===== src/ovf_irq_pkg.sv =====
// Constants for the overflow interrupt status bank.
// Assumes an APB master with 32-bit data; register indices are word numbers.
package ovf_irq_pkg;

  // Register indices; byte address is four times the index
  localparam logic [9:0] IDX_GROUP_ENABLE  = 10'h204;
  localparam logic [9:0] IDX_GENERAL       = 10'h206;
  localparam logic [9:0] IDX_LINK_CELLBUS  = 10'h208;
  localparam logic [9:0] IDX_GROUP_STATUS  = 10'h210;
  localparam logic [9:0] IDX_LINK_LINE     = 10'h22A;
  localparam logic [9:0] IDX_GROUP_SUMMARY = 10'h235;
  localparam logic [9:0] IDX_IRQ_STATUS    = 10'h240;
  localparam logic [9:0] IDX_IRQ_MASK      = 10'h241;
  localparam logic [9:0] IDX_SERVICE       = 10'h242;

  // Field positions
  localparam int FIFO_BIT    = 4;
  localparam int REV_LSB     = 4;
  localparam int OUT_CLK_BIT = 3;
  localparam int IN_CLK_BIT  = 2;
  localparam int TX_FIFO_BIT = 1;
  localparam int RAM_BIT     = 0;
  localparam int SERVICE_BIT = 7;

  // Values after reset
  localparam logic [7:0] RESET_BYTE = 8'h00;
  localparam logic [4:0] RESET_CB   = 5'h00;
  localparam logic [3:0] RESET_FLAG = 4'h0;

  // Arbitrary neutral revision code
  localparam logic [3:0] REVISION = 4'h5;

endpackage : ovf_irq_pkg


===== src/overflow_irq_status_bank.sv =====
// Overflow interrupt status bank: latched counter and FIFO overflow flags
// per group and per link, group interrupt enables and general status.
// Assumes one clock, synchronous one-cycle event pulses and an APB master.
//
// Functional notes
// Group enable bits 3:0 let a set group summary bit raise an interrupt.
// Unused upper bits of enable and cell-bus status registers read zero.
// Four group status registers; bit 4 latches receive FIFO overflow, 0 clears.
// Group bits 3:0 latch all, idle, unassigned, header-error counter overflow.
// System keeps line receive and transmit clocks running for these registers.
// Eight link cell-bus registers; bit 4 latches single-link receive FIFO overflow.
// Link cell-bus bits 3:0 latch all, idle, unassigned, header-error overflow.
// Line register bits 7:4 latch transmit all, idle, stuff, control overflow.
// Line register bits 3:0 latch receive all, idle, header-error, bad-control overflow.
// General status bits 7:4 hold a fixed read-only revision code.
// General bit 3 latches missing output cell-bus clock until written 0.
// General bit 2 latches missing input cell-bus clock until written 0.
// General bit 1 sets when any transmit cell-bus FIFO overflows.
// General bit 0 latches exhausted transmit cell RAM until written 0.
// Group summary bit sets when any group counter or its FIFO overflows.
// Service bit 7 reads 1 while any enabled group source requests service.
// A set event in the clearing cycle wins over the clear.
// Writing 1 leaves a latched bit unchanged; only 0 clears. Interrupt status bits instead clear on a written 1.
`timescale 1ns/1ns
`default_nettype none

module overflow_irq_status_bank #(
  parameter int N_LINKS  = 8,
  parameter int N_GROUPS = 4
) (
  input  wire logic                  clk_i,
  input  wire logic                  reset_n_i,
  input  wire logic                  psel_i,
  input  wire logic                  penable_i,
  input  wire logic                  pwrite_i,
  input  wire logic [11:0]           paddr_i,
  input  wire logic [31:0]           pwdata_i,
  output logic      [31:0]           prdata_o,
  output logic                       pready_o,
  output logic                       pslverr_o,
  input  wire logic [N_GROUPS-1:0]   group_fifo_ovf_i,
  input  wire logic [4*N_GROUPS-1:0] group_cnt_ovf_i,
  input  wire logic [N_LINKS-1:0]    link_fifo_ovf_i,
  input  wire logic [N_LINKS-1:0]    link_single_mode_i,
  input  wire logic [4*N_LINKS-1:0]  link_cnt_ovf_i,
  input  wire logic [8*N_LINKS-1:0]  line_cnt_ovf_i,
  input  wire logic                  out_clk_missing_i,
  input  wire logic                  in_clk_missing_i,
  input  wire logic                  tx_fifo_ovf_i,
  input  wire logic                  tx_ram_full_i,
  output logic                       group_service_o,
  output logic                       irq_o
);

  if (N_LINKS < 1 || N_LINKS > 8 || N_GROUPS < 1 || N_GROUPS > 4) begin : g_bad_params
    $error("overflow_irq_status_bank: unsupported link or group count");
  end

  //////////////////////////////////////////////////////////////////////////////
  // Bus decode

  logic [9:0] idx;
  logic       word_ok;
  logic       setup;
  logic       wr;
  logic [7:0] wbyte;

  assign idx     = paddr_i[11:2];
  assign word_ok = paddr_i[1:0] == 2'b00;
  assign setup   = psel_i && !penable_i;
  assign wr      = psel_i && penable_i && pwrite_i;
  assign wbyte   = pwdata_i[7:0];
  // Zero wait states: every access completes in its first access cycle
  assign pready_o = 1'b1;

  logic hit_enable;
  logic hit_general;
  logic hit_summary;
  logic hit_irq_st;
  logic hit_irq_mask;
  logic hit_service;

  assign hit_enable   = word_ok && idx == ovf_irq_pkg::IDX_GROUP_ENABLE;
  assign hit_general  = word_ok && idx == ovf_irq_pkg::IDX_GENERAL;
  assign hit_summary  = word_ok && idx == ovf_irq_pkg::IDX_GROUP_SUMMARY;
  assign hit_irq_st   = word_ok && idx == ovf_irq_pkg::IDX_IRQ_STATUS;
  assign hit_irq_mask = word_ok && idx == ovf_irq_pkg::IDX_IRQ_MASK;
  assign hit_service  = word_ok && idx == ovf_irq_pkg::IDX_SERVICE;

  //////////////////////////////////////////////////////////////////////////////
  // Group enable and group status

  logic [3:0]          group_enable;
  logic [4:0]          group_st [N_GROUPS];
  logic [N_GROUPS-1:0] hit_group;
  logic [N_GROUPS-1:0] summary;
  logic [7:0]          rd_group [N_GROUPS];

  always_ff @(posedge clk_i or negedge reset_n_i) begin
    if (!reset_n_i) begin
      group_enable <= ovf_irq_pkg::RESET_FLAG;
    end else if (wr && hit_enable) begin
      group_enable <= wbyte[3:0];
    end
  end

  for (genvar g = 0; g < N_GROUPS; g++) begin : g_group
    logic [4:0] set;
    logic [4:0] next_st;
    assign hit_group[g] = word_ok && idx == ovf_irq_pkg::IDX_GROUP_STATUS + 10'(g);
    assign set = {group_fifo_ovf_i[g], group_cnt_ovf_i[4*g +: 4]};
    // And with the written byte so 1 keeps and 0 clears; set or-ed last
    assign next_st = (hit_group[g] && wr) ? ((group_st[g] & wbyte[4:0]) | set)
                                          : (group_st[g] | set);
    assign summary[g]  = |group_st[g];
    assign rd_group[g] = hit_group[g] ? {3'b000, group_st[g]} : 8'h00;
    always_ff @(posedge clk_i or negedge reset_n_i) begin
      if (!reset_n_i) begin
        group_st[g] <= ovf_irq_pkg::RESET_CB;
      end else begin
        group_st[g] <= next_st;
      end
    end
  end

  logic [3:0] summary_w;
  assign summary_w = 4'(summary);
  // Service clears when the underlying status bits or the matching group enable bits are cleared
  assign group_service_o = |(summary_w & group_enable);

  //////////////////////////////////////////////////////////////////////////////
  // Per-link cell-bus and line status

  logic [4:0]         link_cb [N_LINKS];
  logic [7:0]         line_st [N_LINKS];
  logic [N_LINKS-1:0] hit_cb;
  logic [N_LINKS-1:0] hit_line;
  logic [7:0]         rd_link [N_LINKS];

  for (genvar l = 0; l < N_LINKS; l++) begin : g_link
    logic [4:0] cb_set;
    logic [7:0] line_set;
    logic [4:0] next_cb;
    logic [7:0] next_line;
    assign hit_cb[l]   = word_ok && idx == ovf_irq_pkg::IDX_LINK_CELLBUS + 10'(l);
    assign hit_line[l] = word_ok && idx == ovf_irq_pkg::IDX_LINK_LINE + 10'(l);
    // FIFO overflow counts only while the link runs on its own
    assign cb_set   = {link_fifo_ovf_i[l] && link_single_mode_i[l],
                       link_cnt_ovf_i[4*l +: 4]};
    assign line_set = line_cnt_ovf_i[8*l +: 8];
    assign next_cb   = (hit_cb[l] && wr) ? ((link_cb[l] & wbyte[4:0]) | cb_set)
                                         : (link_cb[l] | cb_set);
    assign next_line = (hit_line[l] && wr) ? ((line_st[l] & wbyte) | line_set)
                                           : (line_st[l] | line_set);
    assign rd_link[l] = (hit_cb[l] ? {3'b000, link_cb[l]} : 8'h00)
                      | (hit_line[l] ? line_st[l] : 8'h00);
    always_ff @(posedge clk_i or negedge reset_n_i) begin
      if (!reset_n_i) begin
        link_cb[l] <= ovf_irq_pkg::RESET_CB;
        line_st[l] <= ovf_irq_pkg::RESET_BYTE;
      end else begin
        link_cb[l] <= next_cb;
        line_st[l] <= next_line;
      end
    end
  end

  //////////////////////////////////////////////////////////////////////////////
  // General status

  logic [3:0] gen_flags;
  logic [3:0] gen_set;
  logic [3:0] next_gen;

  assign gen_set = {out_clk_missing_i, in_clk_missing_i,
                    tx_fifo_ovf_i, tx_ram_full_i};
  assign next_gen = (hit_general && wr) ? ((gen_flags & wbyte[3:0]) | gen_set)
                                        : (gen_flags | gen_set);

  always_ff @(posedge clk_i or negedge reset_n_i) begin
    if (!reset_n_i) begin
      gen_flags <= ovf_irq_pkg::RESET_FLAG;
    end else begin
      gen_flags <= next_gen;
    end
  end

  //////////////////////////////////////////////////////////////////////////////
  // Interrupt status and mask: bits 3:0 enabled groups, bits 7:4 general flags

  logic [7:0] irq_st;
  logic [7:0] irq_mask;
  logic [7:0] irq_set;
  logic [7:0] next_irq_st;

  assign irq_set = {gen_set, summary_w & group_enable};
  // Write one to clear; a fresh event in the same cycle wins
  assign next_irq_st = (hit_irq_st && wr) ? ((irq_st & ~wbyte) | irq_set)
                                          : (irq_st | irq_set);
  assign irq_o = |(irq_st & irq_mask);

  always_ff @(posedge clk_i or negedge reset_n_i) begin
    if (!reset_n_i) begin
      irq_st   <= ovf_irq_pkg::RESET_BYTE;
      irq_mask <= ovf_irq_pkg::RESET_BYTE;
    end else begin
      irq_st <= next_irq_st;
      if (wr && hit_irq_mask) begin
        irq_mask <= wbyte;
      end
    end
  end

  //////////////////////////////////////////////////////////////////////////////
  // Read path, captured in the setup cycle

  logic [7:0] rd_tables;
  logic [7:0] rd_byte;
  logic       hit_any;

  always_comb begin
    rd_tables = 8'h00;
    for (int i = 0; i < N_GROUPS; i++) begin
      rd_tables = rd_tables | rd_group[i];
    end
    for (int i = 0; i < N_LINKS; i++) begin
      rd_tables = rd_tables | rd_link[i];
    end
  end

  assign rd_byte = rd_tables
                 | (hit_enable  ? {4'h0, group_enable} : 8'h00)
                 | (hit_general ? {ovf_irq_pkg::REVISION, gen_flags} : 8'h00)
                 | (hit_summary ? {4'h0, summary_w} : 8'h00)
                 | (hit_irq_st  ? irq_st : 8'h00)
                 | (hit_irq_mask ? irq_mask : 8'h00)
                 | (hit_service ? {group_service_o, 7'h00} : 8'h00);
  assign hit_any = hit_enable || hit_general || hit_summary || hit_irq_st
                || hit_irq_mask || hit_service || (|hit_group) || (|hit_cb)
                || (|hit_line);

  always_ff @(posedge clk_i or negedge reset_n_i) begin
    if (!reset_n_i) begin
      prdata_o  <= 32'h0000_0000;
      pslverr_o <= 1'b0;
    end else if (setup) begin
      prdata_o  <= pwrite_i ? 32'h0000_0000 : {24'h00_0000, rd_byte};
      pslverr_o <= !hit_any;
    end
  end

  logic gen_wr;
  logic g0_wr;
  logic cb0_wr;
  logic line0_wr;
  assign gen_wr   = wr && hit_general;
  assign g0_wr    = wr && hit_group[0];
  assign cb0_wr   = wr && hit_cb[0];
  assign line0_wr = wr && hit_line[0];
endmodule // overflow_irq_status_bank

`default_nettype wire


===== config.mk =====
export PLATFORM = sky130hd
export DESIGN_NAME = overflow_irq_status_bank
export DESIGN_NICKNAME = d
export VERILOG_FILES = /design/src/ovf_irq_pkg.sv /design/src/overflow_irq_status_bank.sv
export SDC_FILE = /design/constraint.sdc
export NUM_CORES = 1
export LEC_CHECK = 0
export BUFFER_PORTS_ARGS = -buffer_cell sky130_fd_sc_hd__buf_2
export CAP_MARGIN = 30
export CORE_MARGIN = 5
export CORE_UTILIZATION = 30
export CTS_BUF_LIST = sky130_fd_sc_hd__clkbuf_16
export DETAILED_ROUTE_END_ITERATION = 6
export PLACE_DENSITY = 0.58
export REMOVE_ABC_BUFFERS = 1
export SLEW_MARGIN = 20
export SYNTH_ARGS = -nofsm -noshare
export SYNTH_HDL_FRONTEND = slang
export SYNTH_SLANG_ARGS = --single-unit
export TNS_END_PERCENT = 1

===== constraint.sdc =====
create_clock -name clk_i -period 2.55 [get_ports clk_i]
set_input_delay 0.1275 -clock clk_i [delete_from_list [all_inputs] [get_ports clk_i]]
set_output_delay 0.1275 -clock clk_i [all_outputs]
set_load 0.02 [all_outputs]

**Yosys cells after proc, flatten, opt, wreduce, memory -nomap -nowiden**

Index checks and enable logic that the tools add are counted.

- Add/subtract/negate cells: 0
- Multipliers: 0
- Div/mod/pow operators: 0
- Magnitude comparators: 0
- Eq/ne operators: 26
- Shift operators: 0
- Multiplexer cells: 49
- Bitwise operators: 94
- Reductions and logical operators: 81

Operators with widths:

| cell | count |
|---|---|
| equality test 10 bit, second input constant | 26 |
| OR 8 bit | 28 |
| 2-to-1 mux 8 bit | 21 |
| OR 5 bit | 27 |
| 2-to-1 mux 5 bit | 24 |
| bitwise AND 8 bit | 10 |
| OR 5 x 8 -> 8 bit | 9 |
| logical AND 1 bit | 61 |
| bitwise AND 5 bit | 12 |
| OR reduction 8 bit | 3 |
| OR reduction 5 bit | 4 |
| OR 8 x 4 -> 8 bit | 2 |
| 2-to-1 mux 4 bit | 3 |
| bitwise AND 4 bit | 2 |
| logical OR 1 bit | 8 |
| inverter 8 bit | 1 |
| OR 4 bit | 2 |
| OR 8 x 7 -> 8 bit | 1 |
| OR reduction 4 bit | 2 |
| 2-to-1 mux 7 bit | 1 |
| logical NOT 1 bit | 2 |
| logical NOT 2 bit | 1 |

- Register bits after elaboration: 181
- Bits in latches: 0
- RAM bits: 0
- ROM bits: 0
- Output and inout bits: 36
- Memories: 0

**Depth between registers and ports, before layout**

- Depth in word-level cells: 21
- Mapped depth: 9
- Mapped depth without buffers: 6

**Worst setup path after synthesis**

No wires, ideal clock.

- Path kind: reg-to-reg
- Start point: register group_st[11] in the netlist's numbering
- End point: register prdata_o[7]
- Data arrival time: 1925 ps
- Required time: 2421 ps
- Path slack: 496 ps
- Stages on the path, launching flop included: 7
- Path buffers: 0
- Cells stage by stage: dfrtp_1 > or4_1 > o21ai_1 > nand4_1 > and4_1 > a2111oi_2 > o31ai_2

- Longest elaborated chain between the ends: 6

RTL lines:

| what | RTL line | source |
|---|---|---|
| from (decl) | overflow_irq_status_bank.sv:94 | `logic [4:0] group_st [N_GROUPS];` |
| from (signal, indexed assignment) | overflow_irq_status_bank.sv:119 | `group_st[g] <= ovf_irq_pkg::RESET_CB;` |
| from (signal, indexed assignment) | overflow_irq_status_bank.sv:121 | `group_st[g] <= next_st;` |
| OR reduction 5 bit | overflow_irq_status_bank.sv:115 | `assign summary[g] = \|group_st[g];` |
| bitwise AND 4 bit | overflow_irq_status_bank.sv:129 | `assign group_service_o = \|(summary_w & group_enable);` |
| OR reduction 4 bit | overflow_irq_status_bank.sv:129 |  |
| net group_service_o | overflow_irq_status_bank.sv:51 | `output logic group_service_o,` |
| 2-to-1 mux 8 bit | overflow_irq_status_bank.sv:237 | `\| (hit_service ? {group_service_o, 7'h00} : 8'h00);` |
| OR 8 bit | overflow_irq_status_bank.sv:237 |  |
| 2-to-1 mux 8 bit | overflow_irq_status_bank.sv:247 | `prdata_o <= pwrite_i ? 32'h0000_0000 : {24'h00_0000, rd_byte};` |
| to (signal assigned) | overflow_irq_status_bank.sv:247 |  |
| to (decl) | overflow_irq_status_bank.sv:38 | `output logic [31:0] prdata_o,` |

The timed path passes the listed nets, and every way through them passes these cells.
A chain may end at the register's enable or synchronous reset.

**Final worst setup path**

- Start point: register group_st[11] in the netlist's numbering
- End point: output port group_service_o

- Longest elaborated chain between the ends: 3

RTL lines:

| what | RTL line |
|---|---|
| OR reduction 5 bit | overflow_irq_status_bank.sv:115 |
| bitwise AND 4 bit | overflow_irq_status_bank.sv:129 |
| OR reduction 4 bit | overflow_irq_status_bank.sv:129 |
| to (decl) | overflow_irq_status_bank.sv:51 |

No other way between the ends.

==> results by group <==
Floorplan
  • Die Outline Area: 30,900 µm²
  • Ports placed on the boundary: 221
  • Starting density of the core: 30.5%
  • Area of the core: 27,000 µm²
  • Number of cell rows: 60
  • Vert. Die Dim: 176 µm
  • Horizontal extent of the die: 176 µm

Detailed routing
  • Drt pass-1 iters: 5
  • Mean number of vias per cell: 5.15
  • Total via count after detailed routing: 7,847
  • DR WL/cell: 21.1 µm
  • Iteration-0 DRC Markers: 726
  • Number of antenna-violating nets in the routed design: 0
  • Final WL: 32,200 µm
  • Post-detailed-route DRC marker count: 0

Worst setup path
  • Kind of start point of the critical path: flop
  • Worst R2R Start: group_st[11]
  • Cells traversed along the worst timing path: or4_1, o21ai_1, nand4_1, buf_2
  • Crit path DAT: 2.07 ns
  • Req. time, crit path: 2.42 ns
  • Maximum net fanout on the critical path: 3
  • Number of gates on the worst path with buffers counted: 4
  • Highest-delay cell along the critical path: or4_1
  • Start point of the critical path: group_st[11]
  • Critical path capture point type: output pin
  • Cell family with most CP delay: simple AND/OR/NAND/NOR gates
  • Buffer and inverter count on the worst path: 1
  • Type of the worst setup path: flop to output pin
  • Slowest stage delay, CP: 0.56 ns
  • Number of cells on the worst reg-to-reg path: 6

Yosys
  • Post-synthesis instance area: 8240 µm²
  • Number of warnings issued by yosys: 0
  • Most used DFF post-synth: dfrtp_1
  • Proportion of register bits with asynchronous set or reset after synthesis: 100%
  • Post-synthesis sequential area ratio: 47.7%
  • Number of enable flip-flop cells after synthesis: 0
  • Netlist cell types: 72
  • Synthesized area per cell: 9.73 µm²
  • Post-Syn Instances: 847
  • Seq cells post-synth: 157

Timing
  • Worst-margin pin slew: 0.679 ns
  • Post-Route Skew: 0.0127 ns
  • Hold WS: 0.0561 ns
  • Headroom to the max-slew limit: 54.5%
  • Post-route fraction of the period consumed by the critical path: 86.3%
  • Final setup violating endpoints: 0
  • RSZ-0062 raised after global routing: no
  • Final hold violations: 0
  • Peak clock frequency supported by timing: 454 MHz
  • Shortest clock period the worst path allows after layout: 2.20 ns
  • Final Max Slew Viols: 0
  • Sum Neg Setup Slack: 0 ns

Finish
  • Final standard cell area without fillers: 11,500 µm²
  • Share of cells above drive strength 1: 24.2%
  • Post-synthesis to final-layout area growth: 39.5%
  • Core utilization of the finished layout: 42.5%
  • Antenna cells: 0
  • Layout net count: 1,356

Placement
  • Area of placed instances: 9540 µm²
  • HPWL Detailed: 23,500 µm
  • GPL Wtd Cong: 0.944
  • Number of buffers added on ports: 171

Clock network
  • Sinks on Clock Net: 157
  • Maximum root-to-sink buffer count: 2
  • Worst-path clk slew: 0.08 ns
  • Number of clock buffers inserted by TritonCTS: 17
  • Clock latency of the later-clocked register in the worst-skew pair: 0.44 ns
  • Clock H-tree levels: 4
  • Root Buffer: clkbuf_16
  • TritonCTS clock tree: done

Outcome
  • Result of the run: finished clean

Power
  • Peak supply drop: 0.398 mV
  • P per Cell Area: 506 nW/µm²
  • Total leakage power: 4.50 nW

Min path
  • Type of the worst min-delay path: input port to flop
  • Hold_sp: pwdata_i[5]
  • Hold path cells: 3

Global route
  • Total global routing overflow: 0
  • Maximum number of pins on one net before global-route repair: 57
  • Total track usage: 20.8%
  • Initial antenna violation count: 3
  • Global-route wire length before repair: 48,900 µm
  • Via count of the first global-routing pass: 8,119

Job
  • Max-cap violation count: 0
==> cell families after synthesis <==
group	share of synthesized area [%]
multiplexers	6.18
flip-flops	47.7
AO/OA/AOI/OAI	18.3
other	0.0912
buffers and inverters	5.09
AND/OR/NAND/NOR	22.5
XOR/XNOR	0.213
==> routing by layer <==
metal  part of all wire [%]  GRT usage [%]
met2                     45           32.5
met4                    2.4           6.27
met5                   0.11              0
met3                    7.2           4.18
met1                     45           29.1
==> synth_stat cells (5+ instances only) <==
| cell type | n | area (µm²) |
|---|---|---|
| dfrtp_1 | 157 | 3930 |
| o21ai_0 | 127 | 636 |
| nand2b_1 | 118 | 738 |
| nand2_1 | 70 | 263 |
| buf_4 | 32 | 240 |
| nor2_1 | 30 | 113 |
| a21oi_1 | 25 | 125 |
| mux2i_1 | 25 | 250 |
| nand3_1 | 24 | 120 |
| clkbuf_1 | 19 | 71.3 |
| mux2_2 | 19 | 214 |
| a21o_1 | 16 | 120 |
| a22oi_1 | 15 | 113 |
| buf_2 | 14 | 70.1 |
| nor3_1 | 14 | 70.1 |
| a31oi_1 | 11 | 68.8 |
| nor2b_1 | 9 | 56.3 |
| a22o_1 | 8 | 70.1 |
| inv_1 | 6 | 22.5 |
| nand4_1 | 6 | 37.5 |
| and3_1 | 5 | 31.3 |
| o22ai_1 | 5 | 31.3 |
| o32ai_1 | 5 | 43.8 |
==> path summary, 6_finish.rpt <==
kind | to | slack (ns)
min | irq_st[5] | 0.06
max reg2reg | prdata_o[7] | 0.35
max | group_service_o | 0.35
max in group asynchronous | line_st[52] | 1.55
min in group asynchronous | link_cb[22] | 0.19
min reg2reg | link_cb[38] | 0.48
==> sequential cells by signal (all words and copies together) (netlist names) <==
name and flops:
irq_mask 8, link_cb 40, prdata_o 8, irq_st 8
pslverr_o 1, group_st 20, group_enable 4, gen_flags 4
line_st 64
==> repair_timing <==
item                                   CTS  global route
buffers inserted                         0             0
resized for setup                        0             0
endpoints found under the hold margin  176             0
hold buffers                           138             0
==> cells in the final DEF (no fill, tap or decap), types with 6 or more instances in the layout <==
cell type / instances
nand2b_1: 118
mux2i_1: 25
buf_2: 170
clkbuf_16: 17
nor3_1: 14
mux2_2: 19
a21oi_1: 25
nor2_1: 30
nand4_1: 6
nand3_1: 24
conb_1: 25
a31oi_1: 11
inv_6: 7
inv_1: 6
a21o_1: 16
nand2_1: 70
nor2b_1: 9
o21ai_0: 127
buf_4: 38
a22o_1: 8
dlygate4sd3_1: 138
dfrtp_1: 157
a22oi_1: 15
==> stage by stage <==
step	std cells	power [mW]	setup slack [ns]
2_1_floorplan	803	2.75	0.489
3_3_place_gp	1355	3.15	0.319
3_5_place_dp	1355	3.15	0.310
4_1_cts	1525	5.86	0.350
5_1_grt	1525	6.00	0.274
6_report	1525	5.82	0.349
==> where the power goes <==
group | total [mW] | switching, mW | internal, mW
combinational | 0.768 | 0.408 | 0.360
clock | 2.55 | 1.24 | 1.30
sequential | 2.50 | 0.00819 | 2.50
total | 5.82 | 1.66 | 4.16
==> area by class of cell <==
| type | count | area (µm²) |
|---|---|---|
| Inverter | 6 | 22.5 |
| Timing Repair Buffer | 349 | 2570 |
| Clock inverter | 15 | 144 |
| Tap cell | 341 | 427 |
| Clock buffer | 17 | 425 |
| Multi-Input combinational cell | 640 | 3980 |
| Fill cell | 2640 | 15500 |
| Sequential cell | 157 | 3930 |
==> worst min-delay path, delay by kind of cell <==
kind                   cells  cell delay, ns
AOI/OAI and AO/OA          1            0.10
and+or+nand+nor            1            0.07
buffers and inverters      1            0.17
No activity file was read; power rests on OpenSTA's default activity.
